<file path="config.mk">
export PLATFORM = sky130hd
export DESIGN_NAME = flash_program_erase_control
export DESIGN_NICKNAME = d
export VERILOG_FILES = /design/src/flash_ctl_pkg.sv /design/src/flash_bus_cycle.sv /design/src/flash_program_erase_control.sv
export SDC_FILE = /design/constraint.sdc
export NUM_CORES = 1
export LEC_CHECK = 0
export BUFFER_PORTS_ARGS = -buffer_cell sky130_fd_sc_hd__buf_2
export CAP_MARGIN = 40
export CELL_PAD_IN_SITES_DETAIL_PLACEMENT = 1
export CELL_PAD_IN_SITES_GLOBAL_PLACEMENT = 1
export CORE_ASPECT_RATIO = 1.25
export CORE_MARGIN = 4
export CORE_UTILIZATION = 45
export DETAILED_ROUTE_END_ITERATION = 8
export PLACE_DENSITY_LB_ADDON = 0.1
export RECOVER_POWER = 50
export SYNTH_ARGS = -nofsm -noshare
export SYNTH_HDL_FRONTEND = slang
export SYNTH_SLANG_ARGS = --single-unit
</file>
<file path="constraint.sdc">
create_clock -name ref_clk -period 4.95 [get_ports ref_clk]
set_input_delay 0.99 -clock ref_clk [delete_from_list [all_inputs] [get_ports ref_clk]]
set_output_delay 0.99 -clock ref_clk [all_outputs]
set_load 0.005 [all_outputs]
</file>
<file path="src/flash_ctl_pkg.sv">
// Purpose: Shared constants for the flash program/erase host controller
// Assumes: 100 MHz ref_clk, APB slave with 32-bit data
// Notes:   Command codes and status bit positions of the flash device
`default_nettype none
package flash_ctl_pkg;
  // ----------------------------------------
  // Flash command codes
  // ----------------------------------------
  localparam logic [7:0] CMD_READ_ARRAY   = 8'hFF;
  localparam logic [7:0] CMD_READ_STATUS  = 8'h70;
  localparam logic [7:0] CMD_CLEAR_STATUS = 8'h50;
  localparam logic [7:0] CMD_PROG_SETUP   = 8'h40;
  localparam logic [7:0] CMD_ERASE_SETUP  = 8'h20;
  localparam logic [7:0] CMD_ERASE_CONF   = 8'hD0;
  localparam logic [7:0] CMD_SUSPEND      = 8'hB0;
  localparam logic [7:0] CMD_RESUME       = 8'hD0;
  // ----------------------------------------
  // Flash status bit positions
  // ----------------------------------------
  localparam int READY_BIT      = 7;
  localparam int ERASE_FAIL_BIT = 5;
  localparam int PROG_FAIL_BIT  = 4;
  localparam int SUPPLY_LOW_BIT = 3;
  // ----------------------------------------
  // APB register offsets
  // ----------------------------------------
  localparam logic [7:0] OFS_CTRL   = 8'h00;
  localparam logic [7:0] OFS_ADDR   = 8'h04;
  localparam logic [7:0] OFS_DATA   = 8'h08;
  localparam logic [7:0] OFS_STATUS = 8'h0C;
  localparam logic [7:0] OFS_RDATA  = 8'h10;
  // CTRL operation codes written by software
  localparam logic [2:0] OP_NONE    = 3'h0;
  localparam logic [2:0] OP_PROGRAM = 3'h1;
  localparam logic [2:0] OP_ERASE   = 3'h2;
  localparam logic [2:0] OP_SUSPEND = 3'h3;
  localparam logic [2:0] OP_RESUME  = 3'h4;
  localparam logic [2:0] OP_CLEAR   = 3'h5;
  localparam logic [2:0] OP_RDARRAY = 3'h6;
  localparam logic [2:0] OP_RDSTAT  = 3'h7;
  // ----------------------------------------
  // Strobe timing
  // ----------------------------------------
  localparam int STROBE_NS     = 70;
  localparam int CLK_NS        = 10;
  localparam int STROBE_CYCLES = (STROBE_NS + CLK_NS - 1) / CLK_NS;
  localparam int SETUP_NS      = 20;
  localparam int SETUP_CYCLES  = (SETUP_NS + CLK_NS - 1) / CLK_NS;
endpackage : flash_ctl_pkg
`default_nettype wire

</file>
<file path="src/flash_bus_cycle.sv">
// Purpose: One asynchronous strobe cycle (write or read) on the flash pins
// Assumes: Inputs synchronous to ref_clk; data read at end of strobe
// Notes:   Each cycle drops ce_n and we_n/oe_n together and raises both
`default_nettype none
module flash_bus_cycle
  import flash_ctl_pkg::*;
#(
  parameter int AW = 19,
  parameter int DW = 16
) (
  input  wire logic          ref_clk,
  input  wire logic          rst_n,
  input  wire logic          start,
  input  wire logic          write,
  input  wire logic [AW-1:0] addr,
  input  wire logic [DW-1:0] wdata,
  output var  logic          done,
  output var  logic [DW-1:0] rdata,
  output var  logic [AW-1:0] fl_addr,
  output var  logic          fl_ce_n,
  output var  logic          fl_we_n,
  output var  logic          fl_oe_n,
  output var  logic [DW-1:0] fl_dq_out,
  output var  logic          fl_dq_oe,
  input  wire logic [DW-1:0] fl_dq_in
);
  typedef enum logic [1:0] {
    BC_IDLE   = 2'b00,
    BC_SETUP  = 2'b01,
    BC_STROBE = 2'b10,
    BC_HOLD   = 2'b11
  } bc_state_type;

  bc_state_type state_ff;
  logic [7:0]   cnt_ff;
  logic         wr_ff;

  wire cnt_zero = (cnt_ff == 8'h00);

  always_ff @(posedge ref_clk) begin
    if (!rst_n) begin
      state_ff  <= BC_IDLE;
      cnt_ff    <= 8'h00;
      wr_ff     <= 1'b0;
      done      <= 1'b0;
      rdata     <= '0;
      fl_addr   <= '0;
      fl_ce_n   <= 1'b1;
      fl_we_n   <= 1'b1;
      fl_oe_n   <= 1'b1;
      fl_dq_out <= '0;
      fl_dq_oe  <= 1'b0;
    end else begin
      done <= 1'b0;
      case (state_ff)
        BC_IDLE: begin
          if (start) begin
            fl_addr   <= addr;
            fl_dq_out <= wdata;
            fl_dq_oe  <= write;
            wr_ff     <= write;
            cnt_ff    <= 8'(SETUP_CYCLES);
            state_ff  <= BC_SETUP;
          end
        end
        BC_SETUP: begin
          if (cnt_zero) begin
            // Strobe pair low together; write captured when the strobe rises
            fl_ce_n  <= 1'b0;
            fl_we_n  <= !wr_ff;
            fl_oe_n  <= wr_ff;
            cnt_ff   <= 8'(STROBE_CYCLES);
            state_ff <= BC_STROBE;
          end else begin
            cnt_ff <= cnt_ff - 8'h01;
          end
        end
        BC_STROBE: begin
          if (cnt_zero) begin
            // Every read toggles ce_n/oe_n so status is refreshed
            rdata    <= fl_dq_in;
            fl_ce_n  <= 1'b1;
            fl_we_n  <= 1'b1;
            fl_oe_n  <= 1'b1;
            cnt_ff   <= 8'(SETUP_CYCLES);
            state_ff <= BC_HOLD;
          end else begin
            cnt_ff <= cnt_ff - 8'h01;
          end
        end
        BC_HOLD: begin
          // Data held past the rising strobe for the device's decode
          if (cnt_zero) begin
            fl_dq_oe <= 1'b0;
            done     <= 1'b1;
            state_ff <= BC_IDLE;
          end else begin
            cnt_ff <= cnt_ff - 8'h01;
          end
        end
        default: state_ff <= BC_IDLE;
      endcase
    end
  end
endmodule : flash_bus_cycle
`default_nettype wire

</file>
<file path="src/flash_program_erase_control.sv">
// Purpose: Host-side sequencer driving a flash device's program/erase commands
// Assumes: APB slave for software; flash pins synchronous to ref_clk
// Notes:   Software starts one operation; controller polls status to finish
`default_nettype none
// Summary of operation
// - Program: setup command, then address/data write
// - Poll by toggling strobes each status read
// - Issue read command before reading after operation
// - Erase: 20H then D0H inside block
// - Supply-low blocks erases until cleared
// - Suspend pauses; read status to confirm (OP_SUSPEND is refused while busy, so no running erase is suspended)
// - FFH returns to read-array mode
// - Clear status after each operation (not done automatically; flags accumulate until software issues OP_CLEAR)
// - Sticky flags cleared only by clear-status
module flash_program_erase_control
  import flash_ctl_pkg::*;
#(
  parameter int AW = 19,
  parameter int DW = 16
) (
  input  wire logic          ref_clk,
  input  wire logic          rst_n,
  input  wire logic          psel,
  input  wire logic          penable,
  input  wire logic          pwrite,
  input  wire logic [7:0]    paddr,
  input  wire logic [31:0]   pwdata,
  output var  logic [31:0]   prdata,
  output var  logic          pready,
  output var  logic          pslverr,
  output var  logic [AW-1:0] fl_addr,
  output var  logic          fl_ce_n,
  output var  logic          fl_we_n,
  output var  logic          fl_oe_n,
  output var  logic [DW-1:0] fl_dq_out,
  output var  logic          fl_dq_oe,
  input  wire logic [DW-1:0] fl_dq_in,
  output var  logic          powerdown_reset_n
);
  typedef enum logic [3:0] {
    S_IDLE     = 4'b0000,
    S_CMD1     = 4'b0001,
    S_CMD2     = 4'b0010,
    S_POLL     = 4'b0011,
    S_POLLWAIT = 4'b0100,
    S_CHECK    = 4'b0101,
    S_CLEAR    = 4'b0110,
    S_SINGLE   = 4'b0111,
    S_WAIT     = 4'b1000
  } seq_state_type;

  // --------------------------------------------------------------
  // Registers
  // --------------------------------------------------------------
  seq_state_type   state_ff;
  seq_state_type   ret_ff;
  logic [2:0]      op_ff;
  logic [AW-1:0]   addr_ff;
  logic [DW-1:0]   data_ff;
  logic [7:0]      fstat_ff;
  logic [DW-1:0]   rd_ff;
  logic            busy_ff;
  logic            suspended_ff;
  logic            seq_err_ff;
  logic            bc_start_ff;
  logic            bc_write_ff;
  logic [AW-1:0]   bc_addr_ff;
  logic [DW-1:0]   bc_wdata_ff;
  logic            bc_done;
  logic [DW-1:0]   bc_rdata;

  // --------------------------------------------------------------
  // APB decode
  // --------------------------------------------------------------
  wire apb_acc    = psel && penable;
  wire apb_wr     = apb_acc && pwrite;
  wire sel_ctrl   = (paddr == OFS_CTRL);
  wire sel_addr   = (paddr == OFS_ADDR);
  wire sel_data   = (paddr == OFS_DATA);
  wire sel_status = (paddr == OFS_STATUS);
  wire sel_rdata  = (paddr == OFS_RDATA);
  wire mapped     = sel_ctrl | sel_addr | sel_data | sel_status | sel_rdata;
  // A new op is refused while busy; seen as pslverr
  wire start_op   = apb_wr && sel_ctrl && !busy_ff && (pwdata[2:0] != OP_NONE);
  wire wr_refused = apb_wr && sel_ctrl && busy_ff;

  // Busy at bit 8, suspended at 9, sequence error at 10
  wire [31:0] status_word = {21'h00_0000, seq_err_ff, suspended_ff, busy_ff, fstat_ff};
  wire [31:0] rd_mux = sel_ctrl   ? {29'h0000_0000, op_ff} :
                       sel_addr   ? 32'(addr_ff) :
                       sel_data   ? 32'(data_ff) :
                       sel_status ? status_word :
                       sel_rdata  ? 32'(rd_ff) : 32'h0000_0000;

  wire ready_bit = bc_rdata[READY_BIT];
  wire prog_f    = bc_rdata[PROG_FAIL_BIT];
  wire erase_f   = bc_rdata[ERASE_FAIL_BIT];
  wire seq_err   = prog_f && erase_f;

  // First command byte of each operation
  wire [7:0] first_cmd = (op_ff == OP_PROGRAM) ? CMD_PROG_SETUP :
                         (op_ff == OP_ERASE)   ? CMD_ERASE_SETUP :
                         (op_ff == OP_SUSPEND) ? CMD_SUSPEND :
                         (op_ff == OP_RESUME)  ? CMD_RESUME :
                         (op_ff == OP_CLEAR)   ? CMD_CLEAR_STATUS :
                         (op_ff == OP_RDARRAY) ? CMD_READ_ARRAY : CMD_READ_STATUS;
  wire two_step  = (op_ff == OP_PROGRAM) || (op_ff == OP_ERASE);
  wire polls     = two_step || (op_ff == OP_SUSPEND) || (op_ff == OP_RESUME);
  // Second write: data for program, confirm for erase
  wire [DW-1:0] second_data = (op_ff == OP_PROGRAM) ? data_ff : DW'(CMD_ERASE_CONF);

  always_ff @(posedge ref_clk) begin
    if (!rst_n) begin
      prdata  <= 32'h0000_0000;
      pready  <= 1'b0;
      pslverr <= 1'b0;
    end else begin
      pready  <= apb_acc && !pready;
      pslverr <= apb_acc && !pready && (!mapped || wr_refused);
      prdata  <= rd_mux;
    end
  end

  // --------------------------------------------------------------
  // Software-written operand registers
  // --------------------------------------------------------------
  always_ff @(posedge ref_clk) begin
    if (!rst_n) begin
      addr_ff <= '0;
      data_ff <= '0;
      op_ff   <= OP_NONE;
      powerdown_reset_n <= 1'b0;
    end else begin
      powerdown_reset_n <= 1'b1;
      if (apb_wr && !pready && sel_addr && !busy_ff) addr_ff <= pwdata[AW-1:0];
      if (apb_wr && !pready && sel_data && !busy_ff) data_ff <= pwdata[DW-1:0];
      if (start_op && !pready) op_ff <= pwdata[2:0];
    end
  end

  // --------------------------------------------------------------
  // Operation sequencer
  // --------------------------------------------------------------
  always_ff @(posedge ref_clk) begin
    if (!rst_n) begin
      state_ff     <= S_IDLE;
      ret_ff       <= S_IDLE;
      busy_ff      <= 1'b0;
      suspended_ff <= 1'b0;
      seq_err_ff   <= 1'b0;
      fstat_ff     <= 8'h00;
      rd_ff        <= '0;
      bc_start_ff  <= 1'b0;
      bc_write_ff  <= 1'b0;
      bc_addr_ff   <= '0;
      bc_wdata_ff  <= '0;
    end else begin
      bc_start_ff <= 1'b0;
      case (state_ff)
        S_IDLE: begin
          if (start_op && !pready) begin
            busy_ff  <= 1'b1;
            state_ff <= S_CMD1;
          end
        end
        S_CMD1: begin
          // Setup command at the target address
          bc_start_ff <= 1'b1;
          bc_write_ff <= 1'b1;
          bc_addr_ff  <= addr_ff;
          bc_wdata_ff <= DW'(first_cmd);
          ret_ff      <= two_step ? S_CMD2 : (polls ? S_POLL : S_SINGLE);
          state_ff    <= S_WAIT;
        end
        S_CMD2: begin
          // Address with data or confirm; block bits latched here
          bc_start_ff <= 1'b1;
          bc_write_ff <= 1'b1;
          bc_addr_ff  <= addr_ff;
          bc_wdata_ff <= second_data;
          ret_ff      <= S_POLL;
          state_ff    <= S_WAIT;
        end
        S_POLL: begin
          // While busy, only status reads are issued
          bc_start_ff <= 1'b1;
          bc_write_ff <= 1'b0;
          ret_ff      <= S_CHECK;
          state_ff    <= S_WAIT;
        end
        S_CHECK: begin
          // Ready low means busy: keep polling
          if (!ready_bit) begin
            state_ff <= S_POLL;
          end else begin
            // Errors accumulate in the copy until software clears
            fstat_ff     <= fstat_ff | bc_rdata[7:0];
            seq_err_ff   <= seq_err_ff | seq_err;
            suspended_ff <= (op_ff == OP_SUSPEND);
            busy_ff      <= 1'b0;
            state_ff     <= S_IDLE;
          end
        end
        S_SINGLE: begin
          if (op_ff == OP_CLEAR) begin
            // Only clear-status drops sticky copies
            fstat_ff   <= 8'h00;
            seq_err_ff <= 1'b0;
            state_ff   <= S_CLEAR;
          end else if (op_ff == OP_RDARRAY) begin
            // Read-array then one array read
            bc_start_ff <= 1'b1;
            bc_write_ff <= 1'b0;
            ret_ff      <= S_CLEAR;
            state_ff    <= S_WAIT;
          end else begin
            bc_start_ff <= 1'b1;
            bc_write_ff <= 1'b0;
            ret_ff      <= S_CLEAR;
            state_ff    <= S_WAIT;
          end
        end
        S_CLEAR: begin
          if (op_ff != OP_CLEAR) rd_ff <= bc_rdata;
          busy_ff  <= 1'b0;
          state_ff <= S_IDLE;
        end
        S_WAIT: begin
          if (bc_done) state_ff <= ret_ff;
        end
        default: state_ff <= S_IDLE;
      endcase
    end
  end

  flash_bus_cycle #(.AW(AW), .DW(DW)) u_cycle (
    .ref_clk   (ref_clk),
    .rst_n     (rst_n),
    .start     (bc_start_ff),
    .write     (bc_write_ff),
    .addr      (bc_addr_ff),
    .wdata     (bc_wdata_ff),
    .done      (bc_done),
    .rdata     (bc_rdata),
    .fl_addr   (fl_addr),
    .fl_ce_n   (fl_ce_n),
    .fl_we_n   (fl_we_n),
    .fl_oe_n   (fl_oe_n),
    .fl_dq_out (fl_dq_out),
    .fl_dq_oe  (fl_dq_oe),
    .fl_dq_in  (fl_dq_in)
  );
endmodule : flash_program_erase_control
`default_nettype wire

</file>
Yosys cells after proc, flatten, opt, wreduce, memory -nomap -nowiden
Index checks and enable logic that the tools add are counted.
{"block": "word_totals", "word_cells": 179, "regBits": 212, "in_bits": 61, "out_inout_bits": 74}
{"block": "op_classes", "n_mux": 56, "reduce_logical": 53, "eq_ne": 31, "bitwise": 7, "add_sub_neg": 1}
{"cell": "$mux 8", "n": 12}
{"cell": "$mux 16", "n": 4}
{"cell": "$pmux 16 s2", "n": 1}
{"cell": "$pmux 8 s4", "n": 1}
{"cell": "$pmux 4 s5", "n": 1}
{"cell": "$mux 19", "n": 1}
{"cell": "$reduce_and 2->1", "n": 9}
{"cell": "$eq 8x4->1 const B", "n": 2}
{"cell": "$logic_not 8->1", "n": 2}
{"cell": "$mux 4", "n": 4}
{"cell": "$pmux 4 s4", "n": 1}
{"cell": "$pmux 8 s2", "n": 1}
{"cell": "$logic_and 1x1->1", "n": 15}
{"cell": "$mux 1", "n": 13}
{"cell": "$eq 4x3->1 const B", "n": 3}
{"cell": "$pmux 1 s2", "n": 6}
{"cell": "$reduce_and 3->1", "n": 4}
{"cell": "$mux 2", "n": 5}
{"cell": "$ne 2x1->1 const B", "n": 5}
{"cell": "$ne 2x2->1 const B", "n": 5}
{"cell": "$eq 3x3->1 const B", "n": 3}
{"cell": "$mux 3", "n": 3}
{"cell": "$reduce_bool 3->1", "n": 3}
{"cell": "$eq 4x2->1 const B", "n": 2}
{"cell": "25 further kinds", "n": 42}

Longest topological paths before layout
Gate-level depths: netlist (run 1).
{"block": "depth", "ltp_word": 8, "depth_mapped": 8, "depth_no_buf": 6}

By module
A second synthesis (run 1) with hierarchy kept.
{"block": "unflattened", "hier_cells": 930, "hier_area_um2": 8386.8}
{"mod": "flash_program_erase_control", "instances": 1, "seq_area_each_um2": 2622.5, "area_per_inst_um2": 5576.6, "cells_each": 601}
{"mod": "flash_bus_cycle", "instances": 1, "seq_area_each_um2": 1341.3, "area_per_inst_um2": 2810.2, "cells_each": 329}

Worst setup path before layout (run 1)
No wires, ideal clock.
{"block": "synth_path", "kind": "input to register", "start": "input paddr[1]", "end": "register addr_ff[10]", "setup_time_ns": 0.072, "t_arrival_ns": 2.235, "path_buffers": 1, "path_stages": 5, "slack_ns": 2.644, "required_time_ns": 4.878, "cell_sequence": "nor4_2 nand4_4 nor2_8 buf_6 mux2i_1"}
{"block": "synth_between", "elab_chain_cells": 3}
{"item": "from (decl)", "line": "flash_program_erase_control.sv:26", "source": "input wire logic [7:0] paddr,"}
{"item": "$eq 8x3->1", "line": "flash_program_erase_control.sv:78", "source": "wire sel_addr = (paddr == OFS_ADDR);"}
{"item": "$logic_and 1x1->1 (2 in a row)", "line": "flash_program_erase_control.sv:135", "source": "if (apb_wr && !pready && sel_addr && !busy_ff) addr_ff <= pwdata[AW-1:0];"}
{"item": "to (signal assigned)", "line": "flash_program_erase_control.sv:135"}
{"item": "to (decl)", "line": "flash_program_erase_control.sv:58", "source": "logic [AW-1:0] addr_ff;"}
Every way passes these cells.
A chain may end at the register's enable or synchronous reset.

Worst setup path in the final report (run 1)
{"block": "layout_path", "start": "input rst_n", "end": "register rd_ff[9]"}
{"item": "from (decl)", "line": "flash_program_erase_control.sv:22", "source": "input wire logic rst_n,"}
{"item": "to (signal assigned)", "line": "flash_program_erase_control.sv:224", "source": "if (op_ff != OP_CLEAR) rd_ff <= bc_rdata;"}
{"item": "to (decl)", "line": "flash_program_erase_control.sv:61", "source": "logic [DW-1:0] rd_ff;"}
No word-level cell between the ends.

==> results.yml, run 1 <==
status:
  status: "finished, violations left"
  violations: "capacitance limit, slew limit"
route:
  drc_errors: 0
  dr.first_iter.drc_count: 488
  maxUsedRoutingLayer: "met4"
  ant_nets: 0
  wirelength_um: 23900
  vias_per_cell: 5.57
  wl_met1_um: 10400
  num_vias: 7182
  avgRoutedWirePerCell_um: 18.6
  route.met3.wl_um: 981
  drt_first_pass_iters: 4
  route.met2.wl_um: 11900
global_routing:
  track_usage_pct: 23.2
  grt_pass1_vias: 7140
  grt_max_degree: 67
  antenna_found_initial: 0
  grt.overflow.total: 0
  grt_pass1_wl_um: 38100
cts:
  cts_buffer_depth: 2
  post-cts-setup-buffers: 0
  clk-insertion-delay-late_ps: 450
  cts_root_buf: "clkbuf_16"
  clkSinkCount: 198
  cts_tree: "done"
  ctsHoldBuffers: 0
  clk_pin_slew_ps: 70
  htreeDepth: 4
  cts_resized: 0
  cts_made_buffers: 17
floorplanning:
  die_y_um: 160
  die_w_um: 129
  coreArea_um2: 18100
  die-area_um2: 20700
  ios: 135
  num_rows: 55
  start_util_pct: 45.9
place:
  port-buffer-count: 108
  hpwl_um: 16900
  placed_cell_area_um2: 8920
  pre_cts_slack_ps: 2040
  gp_congestion: 0.840
yosys:
  synth_top_cell_area_share_pct: 47.8
  postSynthAreaPerCell_um2: 8.49
  yosysTopAreaCell: "dfxtp_1"
  ys_types: 69
  ys.flop_type: "dfxtp_1"
  yosysMostFrequentCell: "dfxtp_1"
  synth_cells: 978
  syn_area_um2: 8300
  synthArstFlopShare_pct: 0
  synth_seq_cells: 198
  synth_area_leaders: "dfxtp_1 48%, nand2_1 8.9%, a21oi_1 7.5%, mux2i_1 4.9%, o21ai_0 2.9%"
  ys_warn_count: 0
  ys_seq_area_share_pct: 47.8
  synth_edf_count: 0
  synth.top_cells.by_count: "198 x dfxtp_1, 196 x nand2_1, 125 x a21oi_1"
pwr:
  powerDensity_nw_per_um2: 398
  max-vdd-ir-drop_mv: 0.550
  cellLeakagePower_nw: 3.50
  power_mw: 3.76
worst_setup_path:
  cp_common_cell: "clkbuf_1"
  cp-end-kind: "register"
  crit_arrival_ps: 3640
  slowest_delay_ps: 1600
  cp-start-kind: "input pin"
  required_ps: 5180
  crit_fanout: 49
  cpMaxStageDelayCell: "clkbuf_1"
  cp_cell_sequence: "clkbuf_1 -> clkinvlp_2 -> clkbuf_1 -> nor2_1"
  path_class: "in2reg"
cells_and_area:
  n_fill_cell: 2196
  multi_input_area_um2: 3910
  final_cell_area_um2: 9450
  fin_nets: 1115
  diodes: 0
  layout-drive-gt1-share_pct: 13.3
  area_growth_syn_to_layout_pct: 13.8
  regArea_um2: 3960
timing:
  timing.fmax_mhz: 294
  skew_ps: 14.4
  fin_ws_ps: 1550
  whs_ps: 450
  tns_ps: 0
  final_hold_viol_count: 0
  fin_crit_ps: 3400
  rsz0062_at_grt: "no"
  finalMaxSlewViolations: 88
  period_share_pct: 68.8
  tightest_slew_ps: 2350
  setup_viol: 0
  max_slew_margin_pct: -56.7
flow_run:
  cap_violations: 2
worst_hold_path:
  worstHoldPathType: "reg2reg"
layout by cell type, fill, tap and decap left out, types with 21 or more instances in the layout:
cell	Yosys	routed
dfxtp_1	198	198
o21ai_0	48	47
inv_1	21	21
buf_2	11	69
nor2_1	52	52
mux2i_1	41	41
nand3_1	37	37
nand2_1	196	196
clkbuf_1	45	36
a21oi_1	125	125
sequential cells by signal, indices dropped and copies added (netlist names), 4 cells and up:
signal	cells
u_cycle.fl_addr	19
data_ff	16
fstat_ff	8
addr_ff	19
state_ff	4
prdata	19
rd_ff	16
bc_wdata_ff	16
u_cycle.rdata	16
u_cycle.fl_dq_out	16
u_cycle.cnt_ff	8
bc_addr_ff	19
final timing paths:
check	start	end	slack (ps)	depth (start not counted)
min reg2reg	fstat_ff[1]$_SDFFE_PN0P_	fstat_ff[1]$_SDFFE_PN0P_	450	2
min	fstat_ff[1]$_SDFFE_PN0P_	fstat_ff[1]$_SDFFE_PN0P_	450	2
max	rst_n	rd_ff[9]$_SDFFE_PN0P_	1550	4
max reg2reg	u_cycle.state_ff[0]$_SDFFE_PN0P_	u_cycle.fl_dq_oe$_SDFFE_PN0P_	1940	5
cells by family after synthesis:
family,count (synthesis),synth area share [%]
AND/OR/NAND/NOR,360,20.2
AO/OA/AOI/OAI,260,19.4
flip-flops,198,47.8
buffers and inverters,104,5.65
multiplexers,48,5.89
adder cells (fa/ha/maj),6,0.904
other,1,0.0452
XOR/XNOR,1,0.106
stage by stage:
step | instances | utilization (%)
after floorplan | 990 | -
after detailed placement | 1257 | 49.3
after global placement | 1253 | 49.0
after CTS | 1289 | 52.7
final | 1289 | 52.2
after global routing | 1289 | 52.2
report_power, final:
part | internal (mW) | switching (mW) | total (mW) | leakage [nW]
combinational | 0.200 | 0.456 | 0.656 | 1.62
clock | 0.726 | 0.689 | 1.41 | 0.287
sequential | 1.64 | 0.0520 | 1.69 | 1.60
critical path, delay by kind of cell:
| kind | cells | cell delay, ps |
|---|---|---|
| buffers and inverters | 3 | 2470 |
| and+or+nand+nor | 1 | 150 |
area by class of cell:
| class | instances | share of cell area (%) |
|---|---|---|
| inverters | 23 | 0.927 |
| flip-flops and latches | 198 | 42.0 |
| well taps | 228 | 3.02 |
| clock inverters | 15 | 1.92 |
| clock buffers | 17 | 4.50 |
| multi-input cells | 688 | 41.4 |
| repair buffers | 120 | 6.29 |
metal layers:
metal / global-route usage, % / vias up
met3: 4.35 / 36
met1: 29.7 / 3501
met5: 0 / -
li1: - / 3508
met4: 7.23 / 0
met2: 39.2 / 137
Power figures use the tool's default switching activity.
==> run 2, diff against run 1 <==
--- a/config.mk
+++ b/config.mk
@@ -11,7 +11,7 @@
 export CELL_PAD_IN_SITES_GLOBAL_PLACEMENT = 1
 export CORE_ASPECT_RATIO = 1.25
 export CORE_MARGIN = 4
-export CORE_UTILIZATION = 45
+export CORE_UTILIZATION = 42
 export DETAILED_ROUTE_END_ITERATION = 8
 export PLACE_DENSITY_LB_ADDON = 0.1
 export RECOVER_POWER = 50
==> constraint.sdc (replaced) <==
create_clock -name ref_clk -period 3.3 [get_ports ref_clk]
set_input_delay 0.66 -clock ref_clk [delete_from_list [all_inputs] [get_ports ref_clk]]
set_output_delay 0.66 -clock ref_clk [all_outputs]
set_load 0.005 [all_outputs]
==> run 2 against run 1 <==
The flow now finishes without violations. Clock power up 49%. Sequential cell count is the same. Highest routed layer unchanged. First-iteration DRC count decreased by 46%.
==> results.yml, run 2 (synthesis results as in run 1) <==
status:
  status: "complete, no violations"
timing:
  fin_crit_ps: 2520
  skew_ps: 8.96
  setup_viol: 0
  finalMaxSlewViolations: 0
  final_hold_viol_count: 0
  tns_ps: 0
  timing.fmax_mhz: 397
  period_share_pct: 76.2
  max_slew_margin_pct: 23.7
  rsz0062_at_grt: "no"
  tightest_slew_ps: 1140
worst_setup_path:
  cp_cell_sequence: "inv_1 -> ha_1 -> nor3b_1 -> a21oi_1 -> o311ai_2 -> a21oi_2"
  cp-start-kind: "register"
  r2r-start: "u_cycle.cnt_ff[0]$_SDFFE_PN0P_"
  required_ps: 3610
  cp-end-kind: "register"
  slowest_delay_ps: 930
  crit_fanout: 10
  startpoint: "u_cycle.cnt_ff[0]$_SDFFE_PN0P_"
  cp_top_family: "simple AND/OR/NAND/NOR gates"
  path_class: "reg2reg"
  crit_buf_inv: 1
  r2r_slack_ps: 780
  cpMaxStageDelayCell: "nor3b_1"
  crit_arrival_ps: 2820
cts:
  cts_buffer_depth: 2
  clk-insertion-delay-late_ps: 440
  post-cts-setup-buffers: 0
  cts_resized: 0
  clk_pin_slew_ps: 80
  clkSinkCount: 198
  cts_root_buf: "clkbuf_16"
  ctsHoldBuffers: 0
  cts_tree: "done"
  cts_made_buffers: 17
  htreeDepth: 4
global_routing:
  track_usage_pct: 21.5
  grt_pass1_wl_um: 37900
  antenna_found_initial: 0
  grt_pass1_vias: 7062
  grt_max_degree: 66
  grt.overflow.total: 0
cells_and_area:
  diodes: 0
  layout-drive-gt1-share_pct: 13.9
  n_fill_cell: 2393
  fin_nets: 1120
  layout_common_cells: "198 x dfxtp_1, 196 x nand2_1, 125 x a21oi_1, 67 x buf_2, 52 x nor2_1"
  final_util_pct: 48.8
  final_common_cell: "dfxtp_1"
  final_cell_area_um2: 9510
  area_growth_syn_to_layout_pct: 14.5
route:
  vias_per_cell: 5.35
  ant_nets: 0
  dr.first_iter.drc_count: 265
  num_vias: 7119
  drc_errors: 0
  drt_first_pass_iters: 4
  wirelength_um: 23700
  avgRoutedWirePerCell_um: 17.8
worst_hold_path:
  worstHoldPathType: "reg2reg"
  hp-start: "fstat_ff[4]$_SDFFE_PN0P_"
floorplanning:
  num_rows: 57
  coreArea_um2: 19500
  die-area_um2: 22100
  start_util_pct: 42.6
  die_w_um: 134
  ios: 135
  die_y_um: 165
place:
  hpwl_um: 17100
  placed_cell_area_um2: 8980
  port-buffer-count: 108
  gp_congestion: 0.843
pwr:
  max-vdd-ir-drop_mv: 0.635
  powerDensity_nw_per_um2: 593
  cellLeakagePower_nw: 3.52
  power_mw: 5.64
flow_run:
  cap_violations: 0
==> run 2: final timing paths <==
check / endpoint / depth (start not counted)
max: u_cycle.cnt_ff[4]$_SDFFE_PN0P_ / 6
min: fstat_ff[4]$_SDFFE_PN0P_ / 2
max reg2reg: u_cycle.cnt_ff[4]$_SDFFE_PN0P_ / 6
min reg2reg: fstat_ff[4]$_SDFFE_PN0P_ / 2
==> run 2: area by class of cell <==
class	count	area [um^2]	share of cell area (%)
Clock buffer	17	425	4.47
Sequential cell	198	3960	41.7
Tap cell	265	332	3.49
Inverter	23	88.8	0.934
Timing Repair Buffer	125	623	6.55
Clock inverter	15	164	1.72
Multi-Input combinational cell	688	3910	41.1
==> run 2: worst min-delay path: stages, from the launching register on <==
cell     delay, ps
dfxtp_1        310
inv_1           50
a21oi_1         50
==> run 2: per-stage QoR <==
stage	hold WS, ps	instances	setup WS [ps]
2_1_floorplan	422	990	1320
4_1_cts	451	1331	952
3_5_place_dp	440	1299	789
3_3_place_gp	440	1299	850
6_report	450	1331	784
5_1_grt	456	1331	537
==> run 2: power by group <==
part           total, mW  leakage, nW  internal [mW]  switching (mW)
Sequential          2.54         1.60           2.46          0.0760
Combinational       1.01         1.64          0.331           0.675
Clock               2.10        0.281           1.08            1.02
Total               5.64         3.52           3.87            1.77
==> run 2: metal layers <==
| layer | part of all wire [%] | GRT usage [%] | vias up |
|---|---|---|---|
| met3 | 3.8 | 3.58 | 31 |
| li1 | - | - | 3507 |
| met1 | 44 | 26.7 | 3449 |
| met4 | 2.3 | 8.33 | 0 |
| met5 | 0 | 0 | - |
| met2 | 50 | 37.4 | 132 |
